### src/scan_port_pkg.sv
package scan_port_pkg;

    // Chain and instruction geometry
    localparam int unsigned BSR_LEN   = 168;
    localparam int unsigned IR_WIDTH  = 2;
    localparam int unsigned PIN_COUNT = 4;

    // Instruction codes; the all-ones code is bypass
    localparam logic [1:0] IR_EXTEST  = 2'h0;
    localparam logic [1:0] IR_SAMPLE  = 2'h1;
    localparam logic [1:0] IR_SPARE   = 2'h2;
    localparam logic [1:0] IR_BYPASS  = 2'h3;
    // Fixed pattern loaded into the instruction shifter at Capture-IR
    localparam logic [1:0] IR_CAPTURE = 2'h1;

    // Reset value of the boundary update latches: all drivers disabled
    localparam logic [BSR_LEN-1:0] BSR_UPD_RESET = '0;

    // Consecutive TMS ones that always reach Test-Logic-Reset
    localparam logic [2:0] TLR_ONES = 3'h5;

    // Test pins as seen from outside, sampled by the core clock
    typedef struct packed {
        logic tck;
        logic tms;
        logic tdi;
        logic trst_n;
    } test_pins_t;

    // Controller states, Gray coded along the data-register path
    typedef enum logic [3:0] {
        ST_RESET   = 4'h0,
        ST_IDLE    = 4'h1,
        ST_SEL_DR  = 4'h3,
        ST_CAP_DR  = 4'h2,
        ST_SH_DR   = 4'h6,
        ST_EX1_DR  = 4'h7,
        ST_PAU_DR  = 4'h5,
        ST_EX2_DR  = 4'h4,
        ST_UPD_DR  = 4'hC,
        ST_SEL_IR  = 4'hD,
        ST_CAP_IR  = 4'hF,
        ST_SH_IR   = 4'hE,
        ST_EX1_IR  = 4'hA,
        ST_PAU_IR  = 4'hB,
        ST_EX2_IR  = 4'h9,
        ST_UPD_IR  = 4'h8
    } tap_state_t;

endpackage
### src/boundary_scan_test_port.sv
`timescale 1ns/10ps
// How it works
// TMS sampled at each TCK rising edge steps the controller state.
// TDI is captured at each TCK rising edge.
// Captured TDI goes to instruction or data register per current shift state.
// TDO changes on TCK falling edges, from instruction or selected data register.
// TDO driver is enabled only while shifting, high impedance otherwise.
// Test logic steps only on TCK edges and never touches core function unasked.
// Test reset clears controller and instruction register regardless of TCK.
// Instruction register is two bits wide, public instructions only.
// Instruction bits shift in only in Shift-IR.
// Instruction decode selects the data register between TDI and TDO.
// Two data registers exist: boundary-scan and bypass.
// Bypass is one flip-flop, a one-bit TDI to TDO delay.
// Boundary cells form one serial chain around the core pins.
// Cell 0 is the first bit shifted out on TDO.
// Output-enable cells are active high; one enables the driver.
// Boundary chain holds cells 0 to 167, 168 in total.
// Standard sixteen-state controller; five TMS ones reach Test-Logic-Reset.
// All-ones code selects bypass; bypass is loaded on reset.
module boundary_scan_test_port (
    input  wire logic                                 i_core_clk,
    input  wire logic                                 i_reset_n,
    input  wire scan_port_pkg::test_pins_t            i_pins,
    input  wire logic [scan_port_pkg::BSR_LEN-1:0]    i_bsr_capture,
    output logic                                      o_tdo,
    output logic                                      o_tdo_oe,
    output logic [scan_port_pkg::BSR_LEN-1:0]         o_bsr_update,
    output logic                                      o_extest
);

    // Pin sampling into the core clock domain
    scan_port_pkg::test_pins_t pins_s;
    logic [scan_port_pkg::PIN_COUNT-1:0] pins_s_bits;

    pin_sync #(
        .WIDTH (scan_port_pkg::PIN_COUNT)
    ) u_pin_sync (
        .i_core_clk (i_core_clk),
        .i_reset_n  (i_reset_n),
        .i_async    (i_pins),
        .o_sync     (pins_s_bits)
    );

    assign pins_s = scan_port_pkg::test_pins_t'(pins_s_bits);

    // State and registers
    scan_port_pkg::tap_state_t                  state_ff;
    scan_port_pkg::tap_state_t                  nxt_state;
    logic                                       tck_prev_ff;
    logic [scan_port_pkg::IR_WIDTH-1:0]         ir_sr_ff;
    logic [scan_port_pkg::IR_WIDTH-1:0]         ir_ff;
    logic                                       bypass_ff;
    logic [scan_port_pkg::BSR_LEN-1:0]          bsr_sr_ff;
    logic [scan_port_pkg::BSR_LEN-1:0]          bsr_upd_ff;
    logic                                       tdo_ff;
    logic                                       tdo_oe_ff;
    logic                                       extest_ff;

    // Edge finding on the sampled test clock; TCK is never used as a clock
    wire tck_rise = pins_s.tck & ~tck_prev_ff;
    wire tck_fall = ~pins_s.tck & tck_prev_ff;
    wire trst_hit = ~pins_s.trst_n;

    always_ff @(posedge i_core_clk or negedge i_reset_n) begin
        if (!i_reset_n) begin
            tck_prev_ff <= 1'b1;
        end else begin
            tck_prev_ff <= pins_s.tck;
        end
    end

    // State decode
    wire in_reset  = (state_ff == scan_port_pkg::ST_RESET);
    wire in_sh_dr  = (state_ff == scan_port_pkg::ST_SH_DR);
    wire in_sh_ir  = (state_ff == scan_port_pkg::ST_SH_IR);
    wire in_cap_dr = (state_ff == scan_port_pkg::ST_CAP_DR);
    wire in_cap_ir = (state_ff == scan_port_pkg::ST_CAP_IR);
    wire in_upd_dr = (state_ff == scan_port_pkg::ST_UPD_DR);
    wire in_upd_ir = (state_ff == scan_port_pkg::ST_UPD_IR);
    wire shifting  = in_sh_dr | in_sh_ir;

    // Instruction decode: boundary chain for the two boundary codes, bypass otherwise
    wire sel_bsr    = (ir_ff == scan_port_pkg::IR_EXTEST) | (ir_ff == scan_port_pkg::IR_SAMPLE);
    wire sel_bypass = ~sel_bsr;
    wire dr_serial  = sel_bsr ? bsr_sr_ff[0] : bypass_ff;
    wire serial_out = in_sh_ir ? ir_sr_ff[0] : dr_serial;

    // Next state of the sixteen-state controller
    always_comb begin
        nxt_state = state_ff;
        unique case (state_ff)
            scan_port_pkg::ST_RESET:  nxt_state = pins_s.tms ? scan_port_pkg::ST_RESET  : scan_port_pkg::ST_IDLE;
            scan_port_pkg::ST_IDLE:   nxt_state = pins_s.tms ? scan_port_pkg::ST_SEL_DR : scan_port_pkg::ST_IDLE;
            scan_port_pkg::ST_SEL_DR: nxt_state = pins_s.tms ? scan_port_pkg::ST_SEL_IR : scan_port_pkg::ST_CAP_DR;
            scan_port_pkg::ST_CAP_DR: nxt_state = pins_s.tms ? scan_port_pkg::ST_EX1_DR : scan_port_pkg::ST_SH_DR;
            scan_port_pkg::ST_SH_DR:  nxt_state = pins_s.tms ? scan_port_pkg::ST_EX1_DR : scan_port_pkg::ST_SH_DR;
            scan_port_pkg::ST_EX1_DR: nxt_state = pins_s.tms ? scan_port_pkg::ST_UPD_DR : scan_port_pkg::ST_PAU_DR;
            scan_port_pkg::ST_PAU_DR: nxt_state = pins_s.tms ? scan_port_pkg::ST_EX2_DR : scan_port_pkg::ST_PAU_DR;
            scan_port_pkg::ST_EX2_DR: nxt_state = pins_s.tms ? scan_port_pkg::ST_UPD_DR : scan_port_pkg::ST_SH_DR;
            scan_port_pkg::ST_UPD_DR: nxt_state = pins_s.tms ? scan_port_pkg::ST_SEL_DR : scan_port_pkg::ST_IDLE;
            scan_port_pkg::ST_SEL_IR: nxt_state = pins_s.tms ? scan_port_pkg::ST_RESET  : scan_port_pkg::ST_CAP_IR;
            scan_port_pkg::ST_CAP_IR: nxt_state = pins_s.tms ? scan_port_pkg::ST_EX1_IR : scan_port_pkg::ST_SH_IR;
            scan_port_pkg::ST_SH_IR:  nxt_state = pins_s.tms ? scan_port_pkg::ST_EX1_IR : scan_port_pkg::ST_SH_IR;
            scan_port_pkg::ST_EX1_IR: nxt_state = pins_s.tms ? scan_port_pkg::ST_UPD_IR : scan_port_pkg::ST_PAU_IR;
            scan_port_pkg::ST_PAU_IR: nxt_state = pins_s.tms ? scan_port_pkg::ST_EX2_IR : scan_port_pkg::ST_PAU_IR;
            scan_port_pkg::ST_EX2_IR: nxt_state = pins_s.tms ? scan_port_pkg::ST_UPD_IR : scan_port_pkg::ST_SH_IR;
            scan_port_pkg::ST_UPD_IR: nxt_state = pins_s.tms ? scan_port_pkg::ST_SEL_DR : scan_port_pkg::ST_IDLE;
        endcase
    end

    // Controller steps on TCK rise; test reset is a level, so it acts with TCK stopped
    always_ff @(posedge i_core_clk or negedge i_reset_n) begin
        if (!i_reset_n) begin
            state_ff <= scan_port_pkg::ST_RESET;
        end else if (trst_hit) begin
            state_ff <= scan_port_pkg::ST_RESET;
        end else if (tck_rise) begin
            state_ff <= nxt_state;
        end
    end

    // Instruction shifter: capture pattern, then TDI enters at the top in Shift-IR
    always_ff @(posedge i_core_clk or negedge i_reset_n) begin
        if (!i_reset_n) begin
            ir_sr_ff <= scan_port_pkg::IR_BYPASS;
        end else if (tck_rise && in_cap_ir) begin
            ir_sr_ff <= scan_port_pkg::IR_CAPTURE;
        end else if (tck_rise && in_sh_ir) begin
            ir_sr_ff <= {pins_s.tdi, ir_sr_ff[1]};
        end
    end

    // Current instruction: loaded at Update-IR on the falling edge, bypass in reset
    always_ff @(posedge i_core_clk or negedge i_reset_n) begin
        if (!i_reset_n) begin
            ir_ff <= scan_port_pkg::IR_BYPASS;
        end else if (trst_hit || in_reset) begin
            ir_ff <= scan_port_pkg::IR_BYPASS;
        end else if (tck_fall && in_upd_ir) begin
            ir_ff <= ir_sr_ff;
        end
    end

    // Bypass stage: zero at capture, one TDI bit delay in shift
    always_ff @(posedge i_core_clk or negedge i_reset_n) begin
        if (!i_reset_n) begin
            bypass_ff <= 1'b0;
        end else if (tck_rise && sel_bypass && in_cap_dr) begin
            bypass_ff <= 1'b0;
        end else if (tck_rise && sel_bypass && in_sh_dr) begin
            bypass_ff <= pins_s.tdi;
        end
    end

    // Boundary chain: parallel capture, then shift toward cell 0
    always_ff @(posedge i_core_clk or negedge i_reset_n) begin
        if (!i_reset_n) begin
            bsr_sr_ff <= '0;
        end else if (tck_rise && sel_bsr && in_cap_dr) begin
            bsr_sr_ff <= i_bsr_capture;
        end else if (tck_rise && sel_bsr && in_sh_dr) begin
            bsr_sr_ff <= {pins_s.tdi, bsr_sr_ff[scan_port_pkg::BSR_LEN-1:1]};
        end
    end

    // Update latches hold still during shifting so the pins never ripple
    always_ff @(posedge i_core_clk or negedge i_reset_n) begin
        if (!i_reset_n) begin
            bsr_upd_ff <= scan_port_pkg::BSR_UPD_RESET;
        end else if (trst_hit) begin
            bsr_upd_ff <= scan_port_pkg::BSR_UPD_RESET;
        end else if (tck_fall && sel_bsr && in_upd_dr) begin
            bsr_upd_ff <= bsr_sr_ff;
        end
    end

    // Core keeps its own pins until the boundary test instruction is current
    always_ff @(posedge i_core_clk or negedge i_reset_n) begin
        if (!i_reset_n) begin
            extest_ff <= 1'b0;
        end else begin
            extest_ff <= (ir_ff == scan_port_pkg::IR_EXTEST) & ~in_reset;
        end
    end

    // Output stage changes only on TCK fall or test reset, so data is steady at the far rise
    always_ff @(posedge i_core_clk or negedge i_reset_n) begin
        if (!i_reset_n) begin
            tdo_ff    <= 1'b0;
            tdo_oe_ff <= 1'b0;
        end else if (trst_hit) begin
            tdo_oe_ff <= 1'b0;
        end else if (tck_fall) begin
            tdo_ff    <= serial_out;
            tdo_oe_ff <= shifting;
        end
    end

    assign o_tdo        = tdo_ff;
    assign o_tdo_oe     = tdo_oe_ff;
    assign o_bsr_update = bsr_upd_ff;
    assign o_extest     = extest_ff;

    // Helper: run of TMS ones seen at TCK rises
    logic [2:0] ones_run_ff;
    always_ff @(posedge i_core_clk or negedge i_reset_n) begin
        if (!i_reset_n) begin
            ones_run_ff <= 3'h0;
        end else if (tck_rise) begin
            ones_run_ff <= !pins_s.tms ? 3'h0 : (ones_run_ff == 3'h7 ? 3'h7 : ones_run_ff + 3'h1);
        end
    end

    property p_five_ones;
        @(posedge i_core_clk) disable iff (!i_reset_n)
        (ones_run_ff >= scan_port_pkg::TLR_ONES) |-> in_reset;
    endproperty
    a_five_ones: assert property (p_five_ones) else $error("five TMS ones did not reach reset");

    property p_trst;
        @(posedge i_core_clk) disable iff (!i_reset_n)
        trst_hit |=> in_reset && (ir_ff == scan_port_pkg::IR_BYPASS) && !o_tdo_oe;
    endproperty
    a_trst: assert property (p_trst) else $error("test reset left state or instruction");

    property p_step_on_rise;
        @(posedge i_core_clk) disable iff (!i_reset_n)
        !tck_rise && !trst_hit |=> $stable(state_ff);
    endproperty
    a_step_on_rise: assert property (p_step_on_rise) else $error("state moved without TCK rise");

    property p_oe_shift;
        @(posedge i_core_clk) disable iff (!i_reset_n)
        tck_fall && !trst_hit |=> (o_tdo_oe == $past(shifting));
    endproperty
    a_oe_shift: assert property (p_oe_shift) else $error("TDO enable not tied to shifting");

    property p_tdo_fall_only;
        @(posedge i_core_clk) disable iff (!i_reset_n)
        !tck_fall |=> $stable(o_tdo);
    endproperty
    a_tdo_fall_only: assert property (p_tdo_fall_only) else $error("TDO changed off a falling edge");

    property p_bsr_first;
        @(posedge i_core_clk) disable iff (!i_reset_n)
        tck_fall && in_sh_dr && sel_bsr && !trst_hit |=> o_tdo == $past(bsr_sr_ff[0]);
    endproperty
    a_bsr_first: assert property (p_bsr_first) else $error("boundary cell 0 not on TDO");

    property p_bypass_delay;
        @(posedge i_core_clk) disable iff (!i_reset_n)
        tck_rise && in_sh_dr && sel_bypass && !trst_hit |=> bypass_ff == $past(pins_s.tdi);
    endproperty
    a_bypass_delay: assert property (p_bypass_delay) else $error("bypass stage missed TDI");

    property p_ir_shift_only;
        @(posedge i_core_clk) disable iff (!i_reset_n)
        tck_rise && !in_sh_ir && !in_cap_ir |=> $stable(ir_sr_ff);
    endproperty
    a_ir_shift_only: assert property (p_ir_shift_only) else $error("instruction shifter moved off Shift-IR");

    property p_ir_enter;
        @(posedge i_core_clk) disable iff (!i_reset_n)
        tck_rise && in_sh_ir && !trst_hit |=> ir_sr_ff[1] == $past(pins_s.tdi);
    endproperty
    a_ir_enter: assert property (p_ir_enter) else $error("TDI bit not taken into instruction");

    c_ir_scan:   cover property (@(posedge i_core_clk) disable iff (!i_reset_n) tck_fall && in_upd_ir);
    c_bsr_shift: cover property (@(posedge i_core_clk) disable iff (!i_reset_n) tck_rise && in_sh_dr && sel_bsr);
    c_bypass:    cover property (@(posedge i_core_clk) disable iff (!i_reset_n) tck_rise && in_sh_dr && sel_bypass);
    c_trst:      cover property (@(posedge i_core_clk) disable iff (!i_reset_n) trst_hit && !in_reset);

endmodule

### src/pin_sync.sv
`timescale 1ns/10ps
module pin_sync #(
    parameter int unsigned WIDTH = 4
) (
    input  wire logic             i_core_clk,
    input  wire logic             i_reset_n,
    input  wire logic [WIDTH-1:0] i_async,
    output logic      [WIDTH-1:0] o_sync
);

    logic [WIDTH-1:0] meta_ff;
    logic [WIDTH-1:0] sync_ff;

    // Two stages; the first is read only by the second
    always_ff @(posedge i_core_clk or negedge i_reset_n) begin
        if (!i_reset_n) begin
            meta_ff <= '1;
            sync_ff <= '1;
        end else begin
            meta_ff <= i_async;
            sync_ff <= meta_ff;
        end
    end

    assign o_sync = sync_ff;

endmodule

### config.mk
export PLATFORM = sky130hd
export DESIGN_NAME = boundary_scan_test_port
export DESIGN_NICKNAME = d
export VERILOG_FILES = /design/src/scan_port_pkg.sv /design/src/boundary_scan_test_port.sv /design/src/pin_sync.sv
export SDC_FILE = /design/constraint.sdc
export NUM_CORES = 1
export LEC_CHECK = 0
export ABC_CLOCK_PERIOD_IN_PS = 3800
export BUFFER_PORTS_ARGS = -buffer_cell sky130_fd_sc_hd__buf_2
export CORE_MARGIN = 2
export CORE_UTILIZATION = 55
export DETAILED_ROUTE_END_ITERATION = 10
export GPL_TIMING_DRIVEN = 0
export PLACE_DENSITY = 0.86
export SKIP_LAST_GASP = 1
export SYNTH_ARGS = -nofsm -noshare
export SYNTH_HDL_FRONTEND = slang
export SYNTH_HIERARCHICAL = 1
export SYNTH_SLANG_ARGS = --single-unit
### constraint.sdc
create_clock -name i_core_clk -period 3.8 [get_ports i_core_clk]
set_input_delay 0.76 -clock i_core_clk [delete_from_list [all_inputs] [get_ports i_core_clk]]
set_output_delay 0.76 -clock i_core_clk [all_outputs]
set_load 0.05 [all_outputs]
[Word level (Yosys, flattened, before mapping)]
Index checks and enable logic that the tools add are counted.
Storage, ports and cells
  bits in registers: 357
  logic and storage cells: 92
  input bits: 174
Cells by class
  equal/unequal tests: 19
  muxes and demuxes: 29
  bitwise gates (word level): 10
  reductions and logical operators: 22
Operator list (count)
  168-bit two-way mux: 4
  4-bit one-hot mux with 12 select lines: 1
  4-bit == test (second input constant): 8
  4-bit two-way mux: 6
  4-bit by 3-bit == test with 1-bit output (second input constant): 4
  2-bit two-way mux: 7
  1-bit logical AND: 11
  1-bit two-way mux: 9
  4-bit by 2-bit == test with 1-bit output (second input constant): 2
  2-bit nonzero test: 4
  3-bit two-way mux: 2
  2-bit inequality test (second input constant): 3
  1-bit inverter: 5
  4-bit by 1-bit == test with 1-bit output (second input constant): 1
  4-bit logical NOT: 1
  2-bit OR reduction: 2
  1-bit bitwise AND: 3
  3-bit OR reduction: 1
  2-bit by 1-bit == test with 1-bit output (second input constant): 1
  2-bit logical NOT: 1
  1-bit bitwise OR: 2
  2-bit AND reduction: 1
  1-bit logical OR: 1

[Depth between registers and ports, before layout]
Gate-level depths: netlist of the first run.
  depth after elaboration: 7
  gate-level depth with buffers: 8

[Cells and area by module]
The synthesis of the first run kept the hierarchy.
Modules (own cells, without submodules)
  boundary_scan_test_port: times used 1, area an instance 15441.1 µm², cells an instance 1554
  pin_sync: times used 1, area an instance 210.2 µm², cells an instance 8

[Worst setup path before layout of the first run]
OpenSTA, ideal clock, no wires.
  path kind: flip-flop to flip-flop
  from: reg u_pin_sync.sync_ff[3] (netlist: u_pin_sync/o_sync[3])
  to: reg bsr_upd_ff (netlist bit o_bsr_update[100])
  slack: 2.217 ns
  clock period less this slack: 1.583 ns
  arrival time: 1.461 ns
  cell stages (with the launch flop): 8
  path through: dfstp_2 and2b_1 and4_1 buf_2 buf_4 buf_4 nand2_1 a21boi_1
On the way
  word-level cells in the longest chain between the ends: 5
Ends and longest elaborated chain
  start: declaration: RTL line pin_sync.sv:12  | logic [WIDTH-1:0] sync_ff;
  start signal: assignment: RTL line pin_sync.sv:21  | sync_ff <= meta_ff;
  1-bit inverter: RTL line boundary_scan_test_port.sv:62  | wire tck_fall = ~pins_s.tck & tck_prev_ff;
  1-bit bitwise AND: RTL line boundary_scan_test_port.sv:62
  1-bit logical AND (2 in series): RTL line boundary_scan_test_port.sv:173  | end else if (tck_fall && sel_bsr && in_upd_dr) begin
  2-bit inequality test (no line)
  end signal: assignment: RTL line boundary_scan_test_port.sv:170  | bsr_upd_ff <= scan_port_pkg::BSR_UPD_RESET;
  end signal: assignment: RTL line boundary_scan_test_port.sv:172  | bsr_upd_ff <= scan_port_pkg::BSR_UPD_RESET;
  end signal: assignment: RTL line boundary_scan_test_port.sv:174  | bsr_upd_ff <= bsr_sr_ff;
  end: declaration: RTL line boundary_scan_test_port.sv:55  | logic [scan_port_pkg::BSR_LEN-1:0] bsr_upd_ff;
Every way passes these cells.
A chain may end at the register's enable or synchronous reset.

[Worst setup path after layout of the first run]
  from: reg ir_ff[1] (netlist bit)
  to: reg bsr_sr_ff[165] (netlist bit)
On the way
  word-level cells in the longest chain between the ends: 5
  elaborated cells on any way between the ends: 8
Ends and longest elaborated chain
  start: declaration: RTL line boundary_scan_test_port.sv:52  | logic [scan_port_pkg::IR_WIDTH-1:0] ir_ff;
  start signal: assignment: RTL line boundary_scan_test_port.sv:137  | ir_ff <= scan_port_pkg::IR_BYPASS;
  start signal: assignment: RTL line boundary_scan_test_port.sv:139  | ir_ff <= scan_port_pkg::IR_BYPASS;
  start signal: assignment: RTL line boundary_scan_test_port.sv:141  | ir_ff <= ir_sr_ff;
  2-bit by 1-bit == test with 1-bit output or 2-bit logical NOT (tied branches): RTL line boundary_scan_test_port.sv:84  | wire sel_bsr = (ir_ff == scan_port_pkg::IR_EXTEST) | (ir_ff == scan_port_pkg::IR_SAMPLE);
  1-bit bitwise OR (*): RTL line boundary_scan_test_port.sv:84
  1-bit logical AND (*): RTL line boundary_scan_test_port.sv:160, boundary_scan_test_port.sv:162
  1-bit logical AND, on equally long branches: RTL line boundary_scan_test_port.sv:160, boundary_scan_test_port.sv:162
  168-bit two-way mux or 2-bit nonzero test (tied branches)
  end signal: assignment: RTL line boundary_scan_test_port.sv:161  | bsr_sr_ff <= i_bsr_capture;
  end signal: assignment: RTL line boundary_scan_test_port.sv:163  | bsr_sr_ff <= {pins_s.tdi, bsr_sr_ff[scan_port_pkg::BSR_LEN-1:1]};
  end: declaration: RTL line boundary_scan_test_port.sv:54  | logic [scan_port_pkg::BSR_LEN-1:0] bsr_sr_ff;
Mark *: on every way between the ends. The rest lies on a longest branch, timed or not.

==> out/summary.txt, run 1 <==
Max-cap violations: 0
CP Max Fanout: 10
Top FF cell, synth: dfrtp_1
Register area share after synthesis: 0.572
Core area: 27,900 um2
Complex-gate fraction of the synthesized area: 0.143
Buffers and inverters on the worst path: 2
Fmax: 450 MHz
YS warnings: 6
CP arrival: 2.58 ns
Cell variety after synth: 36
Rows: 61
Initial antenna violation count: 15
CTS hold repair buffers: 0
Slew Limit Fails: 0
Number of buffers created by CTS: 37
Synth Area in Adders: 0
Maximum clock path buffer count: 3
Placed cell areas: 17,900 um2
Startpoint types: register
Simple-Gate Fraction of Synth Area: 0.136
Initial core utilization: 0.560
Syn Std Cell Area: 15,700 um2
Register bit total from synthesis: 357
Crit path kind: register to register
Final hold vios: 0
Final Cell Area: 19,200 um2
RSZ-0062 raised after global routing: false
Avg Vias per Cell: 5.42
Initial DRC count: 1,066
IO buf count: 344
Syn Nets: 1,736
Util after Layout: 0.686
Clock skew: 0.0170 ns
GRT Util Overall: 0.270
Post-synth EDFFs: 0
Ys async rst share: 1.00
Slowest cell on the critical path: clkbuf_1
H-tree depth: 2
Worst-path clk slew: 0.06 ns
HP Class: input pin to async pin
Rel. slew slack: 0.425
Worst vdd ir: 0.000385 V
Height of the die: 173 um
First-pass DRT Iterations: 5
Net count, final: 2,122
IO Pins: 345
Number of nets with antenna violations after routing: 0
# Post-CTS Setup Buffers: 0
Worst-Margin Slew: 0.862 ns
Die ar.: 29,800 um2
Most used cell, CP: clkbuf_1
Synth cell count leaders: nand2_1, dfrtp_1, o21ai_0
Crit path max-delay family: buffers and inverters
Leading area contributor after synthesis: dfrtp_1
Syn Inst Count: 1,562
Fraction of layout cells with a size suffix above 1: 0.248
PwrDens: 400 nW/um2
Die Wd: 173 um
GPL Wtd Cong: 0.877
Clk_lat worst skew: 0.52 ns
Post-Synth XOR/XNOR Area: 0.000560
Count leader, synth: nand2_1
Multiplexer area fraction after synthesis: 0.110
Leakage: 9.03 nW
Post-Syn Area per Cell: 10.0 um2
DPL Wire Length: 29,200 um
Largest family of logic cells by synthesized area: compound AO/OA/AOI/OAI gates
Global-route wire length before repair: 65,700 um
Vias in the first global route: 12,895
Top cell type's share of synthesized area: 0.550
Crit-path cells: nor3_1 -> nand3_1 -> clkbuf_1 -> clkbuf_1 -> o21ai_0
Ranking of synthesized cells by area: dfrtp_1, nand2_1, mux2i_1, a21boi_1, o21ai_0
Routed WL: 40,800 um
Clk root buf: clkbuf_16
Area grow syn2layout: 22.5%
Part of the cycle the worst path needs: 0.585
Worst Path Required: 4.16 ns
Status: finished clean
Overall power: 0.00766 W
Post-CTS Resized: 0
Final setup viols: 0
Worst setup EP type: register
Clock sink count: 357
Residual DRC count: 0
Routed length per instance: 17.2 um
Vias: 12,842
Fill count: 2,113
Final Critical Period: 2.22 ns
TritonCTS clock tree: yes
GRT overflow: 0
Largest net degree at the start of global routing: 108
Largest stage delay, worst path: 0.67 ns
==> kinds of logic (layout without fill, tap and decap cells) <==
logic type | Yosys count | count (layout)
xor gates and xnor gates | 1 | 1
and+or+nand+nor | 549 | 549
other | 0 | 16
DFF | 357 | 357
AOI/OAI and AO/OA | 360 | 360
buffers and inverters | 123 | 537
muxes | 172 | 172
==> sequential cells by signal, summed over array words and instances (netlist names), 2 cells and up <==
| register | flops |
|---|---|
| ir_sr_ff | 2 |
| state_ff | 4 |
| u_pin_sync/o_sync | 4 |
| bsr_sr_ff | 168 |
| u_pin_sync/meta_ff | 4 |
| ir_ff | 2 |
| o_bsr_update | 168 |
==> through the flow <==
step / setup slack (ns) / cells / setup TNS (ns) / hold slack [ns]
finish: 1.58 / 2370 / 0 / 0.201
global route: 1.44 / 2366 / 0 / 0.241
CTS: 1.59 / 2354 / 0 / 0.217
detailed placement: 1.62 / 2287 / 0 / 0.347
global placement: -4.68 / 2284 / -1630.06 / 0.347
floorplan: 2.22 / 1562 / 0 / 0.345
==> final cells by class <==
class / instances / area, um2 / share of cell area
antenna: 16 / 40.0 / 0.00209
clock buffer: 63 / 1170 / 0.0608
tap: 378 / 473 / 0.0247
timing repair buffer: 347 / 1810 / 0.0946
multi-input combinational: 1082 / 6110 / 0.319
sequential: 357 / 8950 / 0.467
inverter: 4 / 15.0 / 0.000783
clock inverter: 4 / 23.8 / 0.00124
buffer: 119 / 574 / 0.0300
==> path summary, 6_finish.rpt <==
kind,from,end,slack (ns),cells after the start
max,ir_ff[1],bsr_sr_ff[165],1.58,5
min,i_reset_n,bsr_sr_ff[33],0.20,1
max reg2reg,ir_ff[1],bsr_sr_ff[165],1.58,5
min reg2reg,u_pin_sync/meta_ff[3],u_pin_sync/o_sync[3],0.36,0
max in group asynchronous,i_reset_n,o_bsr_update[80],2.27,3
min in group i_core_clk,i_pins[3],u_pin_sync/meta_ff[3],0.34,1
==> metal layers <==
metal,part of all wire,GRT usage,routed length [um],vias up
li1,-,-,-,6012
met1,0.41,0.352,16800,6184
met2,0.48,0.441,19500,500
met3,0.057,0.0400,2320,144
met4,0.053,0.147,2150,2
met5,0.00039,0,16,-
==> cells in the final DEF (no fill, tap or decap), types with 2 or more instances in the layout <==
cell	netlist	layout
a21boi_0	49	49
a21boi_1	120	120
a21oi_1	8	8
a31oi_1	2	2
buf_16	0	3
buf_2	60	403
buf_4	14	14
clkbuf_1	45	59
clkbuf_16	0	39
clkbuf_8	0	10
clkinv_2	0	3
dfrtp_1	344	344
dfstp_2	13	13
diode_2	0	16
inv_1	4	4
mux2_2	2	2
mux2i_1	170	170
nand2_1	513	513
nand2b_1	3	3
nand3_1	7	7
nor2_1	5	5
nor2b_1	3	3
nor3_1	6	6
o21ai_0	175	175
or3_1	3	3
==> report_power, final <==
group          switching [W]  internal, W  leakage [nW]  total [W]
Clock                0.00146      0.00208         0.585    0.00354
Combinational       0.000170     0.000134          4.38   0.000305
Sequential        0.00000268      0.00381          4.07    0.00381
Note: power is estimated with default switching activity, not from simulation.
==> run 2, diff against run 1 <==
ABC_AREA = 1   (was not set)
ABC_CLOCK_PERIOD_IN_PS = 2000   (was 3800)
CORE_UTILIZATION = 49   (was 55)
PLACE_DENSITY = 0.81   (was 0.86)
clock period = 2 ns   (was 3.8 ns; I/O delays follow)
==> run 2 against run 1 <==
The flow now finishes with violations (negative hold slack). Synthesized cell count grew 3.2%. Combinational power increased by 75%. Power up 94%. Worst setup slack worse by 1.5 ns. Worst hold slack got worse by 0.22 ns. Wire length grew 9.2%. Via count increased by 2.8%. Sequential power rose by 90%. Design area is 1.7% higher. Clock skew decreased by 0.0014 ns. Register-to-register slack worse by 1.5 ns. Clock power grew 100%. Highest routed layer unchanged.
==> out/summary.txt, run 2 <==
RSZ-0062 raised after global routing: false
Initial DRC count: 842
Clock skew: 0.0156 ns
Worst Path Required: 2.43 ns
Rel. slew slack: 0.404
Vias: 13,205
Synth cell count leaders: inv_1, dfrtp_1, nand2_1
Worst-path clk slew: 0.06 ns
GRT overflow: 0
Post-Syn Area per Cell: 9.82 um2
Crit-path cells: buf_2 -> buf_2 -> clkbuf_1 -> o211ai_1 -> o21ai_0
Ranking of synthesized cells by area: dfrtp_1, inv_1, o22ai_2, o211ai_1, nand2_1
Count leader, synth: inv_1
YS warnings: 6
Syn Inst Count: 1,612
Startpoint types: register
Maximum clock path buffer count: 3
Final Critical Period: 1.93 ns
Worst vdd ir: 0.000474 V
Final setup viols: 0
First-pass DRT Iterations: 5
Global-route wire length before repair: 69,800 um
Reg2Reg Capture Point: bsr_sr_ff[134]
IO buf count: 344
Area grow syn2layout: 23.1%
Pint: 0.0116 W
Largest net degree at the start of global routing: 128
Crit path max-delay family: buffers and inverters
CP Max Fanout: 10
Initial core utilization: 0.499
Final worst slack: 0.0693 ns
Crit path kind: register to register
Most used cell, CP: buf_2
Clock sink count: 357
Number of buffers created by CTS: 38
Fraction of layout cells with a size suffix above 1: 0.295
Part of the cycle the worst path needs: 0.965
Routed length per instance: 18.3 um
DPL Wire Length: 30,800 um
Overall power: 0.0149 W
GRT Util Overall: 0.261
Top cell type's share of synthesized area: 0.544
GPL Wtd Cong: 0.889
Core area: 31,700 um2
Height of the die: 184 um
Initial antenna violation count: 6
Post-synth EDFFs: 0
Number of nets with antenna violations after routing: 0
Util after Layout: 0.614
Max-cap violations: 0
Top FF cell, synth: dfrtp_1
Share of power burned in registers: 0.488
Buffers and inverters on the worst path: 3
Avg Vias per Cell: 5.42
Die ar.: 33,800 um2
Worst-Margin Slew: 0.894 ns
Most frequent cells in the layout: buf_2, inv_1, dfrtp_1, nand2_1, o211ai_1
Worst setup EP type: register
Vias in the first global route: 13,300
Cell variety after synth: 28
TritonCTS clock tree: yes
HP Class: input pin to async pin
DP Worst Slack: -0.210 ns
H-tree depth: 2
Most common cell after layout, fill and taps aside: buf_2
Status: finished, violations left
Fmax: 518 MHz
Leading area contributor after synthesis: dfrtp_1
Slew Limit Fails: 0
Routed WL: 44,500 um
Clk pwr share: 0.477
IO Pins: 345
Worst R2R Path Depth: 5
Net count, final: 2,178
Syn Nets: 1,786
Switch Pwr: 0.00325 W
Residual DRC count: 0
Die Wd: 184 um
Final Cell Area: 19,500 um2
Syn Std Cell Area: 15,800 um2
CP arrival: 2.36 ns
R2R setup slack: 0.07 ns
Violated checks: negative hold slack
Rows: 65
Clk_lat worst skew: 0.52 ns
Register bit total from synthesis: 357
Register area share after synthesis: 0.565
Slowest cell on the critical path: clkbuf_1
RR Startpoint: state_ff[2]
Combinational fraction of design power: 0.036
Placed cell areas: 18,100 um2
Largest stage delay, worst path: 0.50 ns
Leakage: 9.78 nW
Final hold vios: 22
Ys async rst share: 1.00
Switching Share: 0.218
Min Hold Slack: -0.0212 ns
PwrDens: 763 nW/um2
Clk root buf: clkbuf_16
[run 2: per-stage QoR]
stage | setup TNS, ns | instances
after detailed placement | -28.39 | 2360
after global routing | 0 | 2437
after global placement | -2200.13 | 2358
after CTS | 0 | 2434
final | 0 | 2438
after floorplan | 0 | 1612
[run 2: timing repair]
| item | 4_1_cts | 5_1_grt |
|---|---|---|
| endpoints found under the setup margin | 251 | 177 |
| hold buffers | 4 | 0 |
| hold endpoints to repair | 4 | 0 |
| pin swaps | 1 | 0 |
| buffers inserted | 2 | 0 |
| gates resized for setup | 4 | 26 |
[run 2: worst max-delay path by stage]
stage	start	endpoint	slack (ns)	cells past startpoint
2_1_floorplan	tck_prev_ff	o_bsr_update[144]	0.37	7
3_3_place_gp	i_reset_n	o_bsr_update[80]	-6.21	1
3_5_place_dp	tck_prev_ff	o_bsr_update[59]	-0.21	7
4_1_cts	tck_prev_ff	o_bsr_update[146]	0.005	8
5_1_grt	state_ff[2]	bsr_sr_ff[71]	0.005	6
6_report	state_ff[2]	bsr_sr_ff[134]	0.07	5
[run 2: routing by layer]
metal | part of all wire | routed length [um] | vias to the layer above | global-route usage
met5 | 0.00058 | 26 | - | 0
met4 | 0.043 | 1910 | 4 | 0.110
met3 | 0.073 | 3230 | 133 | 0.0521
met2 | 0.47 | 20800 | 554 | 0.423
met1 | 0.42 | 18500 | 6423 | 0.345
li1 | - | - | 6091 | -
[run 2: cells by family after synthesis]
family,Yosys count,synth area share
AOI/OAI and AO/OA,517,0.238
buffers and inverters,457,0.125
DFF,357,0.565
and+or+nand+nor,281,0.0714
[run 2: area by class of cell]
type	instances	area, um2
sequential	357	8950
inverter	348	1310
timing repair buffer	352	1840
clock buffer	59	1180
fill	2558	12200
multi-input combinational	798	4910
buffer	109	709
antenna	4	10.0
clock inverter	9	73.8
tap	402	503
[run 2: power by group through the flow]
stage          Combinational (W)  Clock, W  Sequential, W
2_1_floorplan           0.000131         0        0.00739
3_3_place_gp            0.000505         0        0.00739
3_5_place_dp            0.000523         0        0.00738
4_1_cts                 0.000537   0.00718        0.00725
5_1_grt                 0.000588   0.00748        0.00725
6_report                0.000534   0.00709        0.00725
[run 2: worst reg2reg max path, stage by stage (launching register included)]
cell	delay (ns)
dfrtp_1	0.39
buf_2	0.23
buf_2	0.41
clkbuf_1	0.50
o211ai_1	0.18
o21ai_0	0.12
==> run 3, diff against run 2 <==
CORE_ASPECT_RATIO = 1.25   (was not set)
PLACE_DENSITY = 0.87   (was 0.81)
==> run 3 against run 2 <==
The flow still finishes with violations (negative hold slack). Clock-buffer cell count is 8 lower. Wire length rose by 1.6%. Power up 1.3%. Cell count rose by 0.37%. Global-route usage grew 0.30 points. Largest power group is now clock. Non-clock buffer count decreased by 1. Critical path depth rose by 1. Flip-flop and latch count is the same. Worst setup slack gained 0.0029 ns. Highest routed layer is now met4.
==> out/summary.txt, run 3 (synthesized netlist as in run 2, its figures left out) <==
Status: finished, violations left
Violated checks: negative hold slack
Clock sink count: 357
Routed length per instance: 18.5 um
IO Pins: 345
Most common cell after layout, fill and taps aside: buf_2
Core area: 31,800 um2
Maximum clock path buffer count: 3
PwrDens: 772 nW/um2
Final setup viols: 0
Area of the multi-input gates: 4910 um2
Placed cell areas: 18,100 um2
Residual DRC count: 0
CP Launch Point: state_ff[2]
Crit path kind: register to register
Number of buffers created by CTS: 37
Most used cell, CP: buf_2
Largest net degree at the start of global routing: 125
Fmax: 519 MHz
RSZ-0062 raised after global routing: true
Vias: 13,459
Largest stage delay, worst path: 0.42 ns
Rel. slew slack: 0.390
DPL Wire Length: 31,200 um
Initial antenna violation count: 7
CP arrival: 2.31 ns
TritonCTS clock tree: yes
GPL Wtd Cong: 0.912
Worst Path Required: 2.39 ns
Die ar.: 33,800 um2
Clk root buf: clkbuf_16
Worst setup EP type: register
Slew Limit Fails: 0
Final Critical Period: 1.93 ns
Avg Vias per Cell: 5.50
Worst R2R Path Depth: 6
Worst-path clk slew: 0.07 ns
R2R setup slack: 0.07 ns
RR Startpoint: state_ff[2]
Leakage: 9.76 nW
Most frequent cells in the layout: buf_2, inv_1, dfrtp_1, nand2_1, o211ai_1
Height of the die: 205 um
Crit-path cells: buf_2 -> buf_2 -> buf_1 -> nand2_1 -> o211ai_1 -> o21ai_0
Worst vdd ir: 0.000561 V
Routed WL: 45,200 um
First-pass DRT Iterations: 6
Clock skew: 0.0211 ns
Area grow syn2layout: 23.4%
Rows: 73
Part of the cycle the worst path needs: 0.964
CP Max Fanout: 10
Min Hold Slack: -0.0153 ns
Register Area: 8950 um2
Final hold vios: 36
Max-cap violations: 0
GRT overflow: 0
Worst-Margin Slew: 0.915 ns
Overall power: 0.0151 W
Final Cell Area: 19,500 um2
Vias in the first global route: 13,535
Net count, final: 2,176
Global-route wire length before repair: 70,100 um
IO buf count: 344
H-tree depth: 2
Slowest cell on the critical path: buf_1
Initial DRC count: 1,270
Number of nets with antenna violations after routing: 0
Initial core utilization: 0.498
Reg2Reg Capture Point: bsr_sr_ff[115]
Fill count: 2,519
Die Wd: 165 um
Clk_lat worst skew: 0.52 ns
Startpoint types: register
GRT Util Overall: 0.264
Fraction of layout cells with a size suffix above 1: 0.293
HP Class: input pin to async pin
[run 3: cell count changes in the layout (fill, tap and decap cells not counted), sizes merged]
cell / change
clkbuf: -12
diode: +3
buf: +3
bufinv: +4
clkinv: -2
clkinvlp: +3
[run 3: repair_timing]
| action | in CTS | in global routing |
|---|---|---|
| gates resized for setup | 4 | 22 |
| setup endpoints to repair | 255 | 197 |
| hold buffers | 4 | 0 |
| pin swaps | 1 | 0 |
| setup buffers | 2 | 0 |
| endpoints found under the hold margin | 4 | 0 |
[run 3: power by group]
group | leakage (nW) | internal, W | switching (W)
Combinational | 5.07 | 0.000199 | 0.000335
Sequential | 4.07 | 0.00724 | 0.0000103
Clock | 0.622 | 0.00439 | 0.00289
Total | 9.76 | 0.0118 | 0.00324
[run 3: layer usage]
metal,GRT usage,up-vias,share of wire
met5,0,-,0
met4,0.148,0,0.058
met3,0.0419,162,0.062
met2,0.442,615,0.49
met1,0.326,6591,0.39
li1,-,6091,-
[run 3: area by class of cell]
cell class,count,area share
flip-flops and latches,357,0.458
diodes,7,0.000897
clock inverters,14,0.0108
repair buffers,352,0.0949
plain buffers,108,0.0356
well taps,412,0.0264
clock buffers,51,0.0547
inverters,348,0.0670
multi-input cells,798,0.251
[run 3: how the worst max path moves through the flow]
stage / end / slack (ns) / cells past startpoint
floorplan: o_bsr_update[144] / 0.37 / 7
global placement: o_bsr_update[55] / -6.13 / 1
detailed placement: o_bsr_update[58] / -0.21 / 7
CTS: bsr_sr_ff[109] / -0.003 / 6
global route: bsr_sr_ff[135] / -0.08 / 6
finish: bsr_sr_ff[115] / 0.07 / 6
[run 3: per-stage QoR]
step / cells / setup WS (ns) / TNS, ns / util
finish: 2447 / 0.0722 / 0 / 0.614
global route: 2447 / -0.0801 / -1.28 / 0.614
CTS: 2441 / -0.00307 / -0.00307 / 0.613
detailed placement: 2370 / -0.211 / -26.29 / 0.571
global placement: 2368 / -6.13 / -2164.32 / 0.568
floorplan: 1612 / 0.372 / 0 / -
[run 3: worst max-delay path: cells and delay by family, from the launching register on]
family / cells / cell delay [ns]
buffers and inverters: 3 / 1.05
DFF: 1 / 0.37
AOI/OAI and AO/OA: 2 / 0.23
and+or+nand+nor: 1 / 0.13
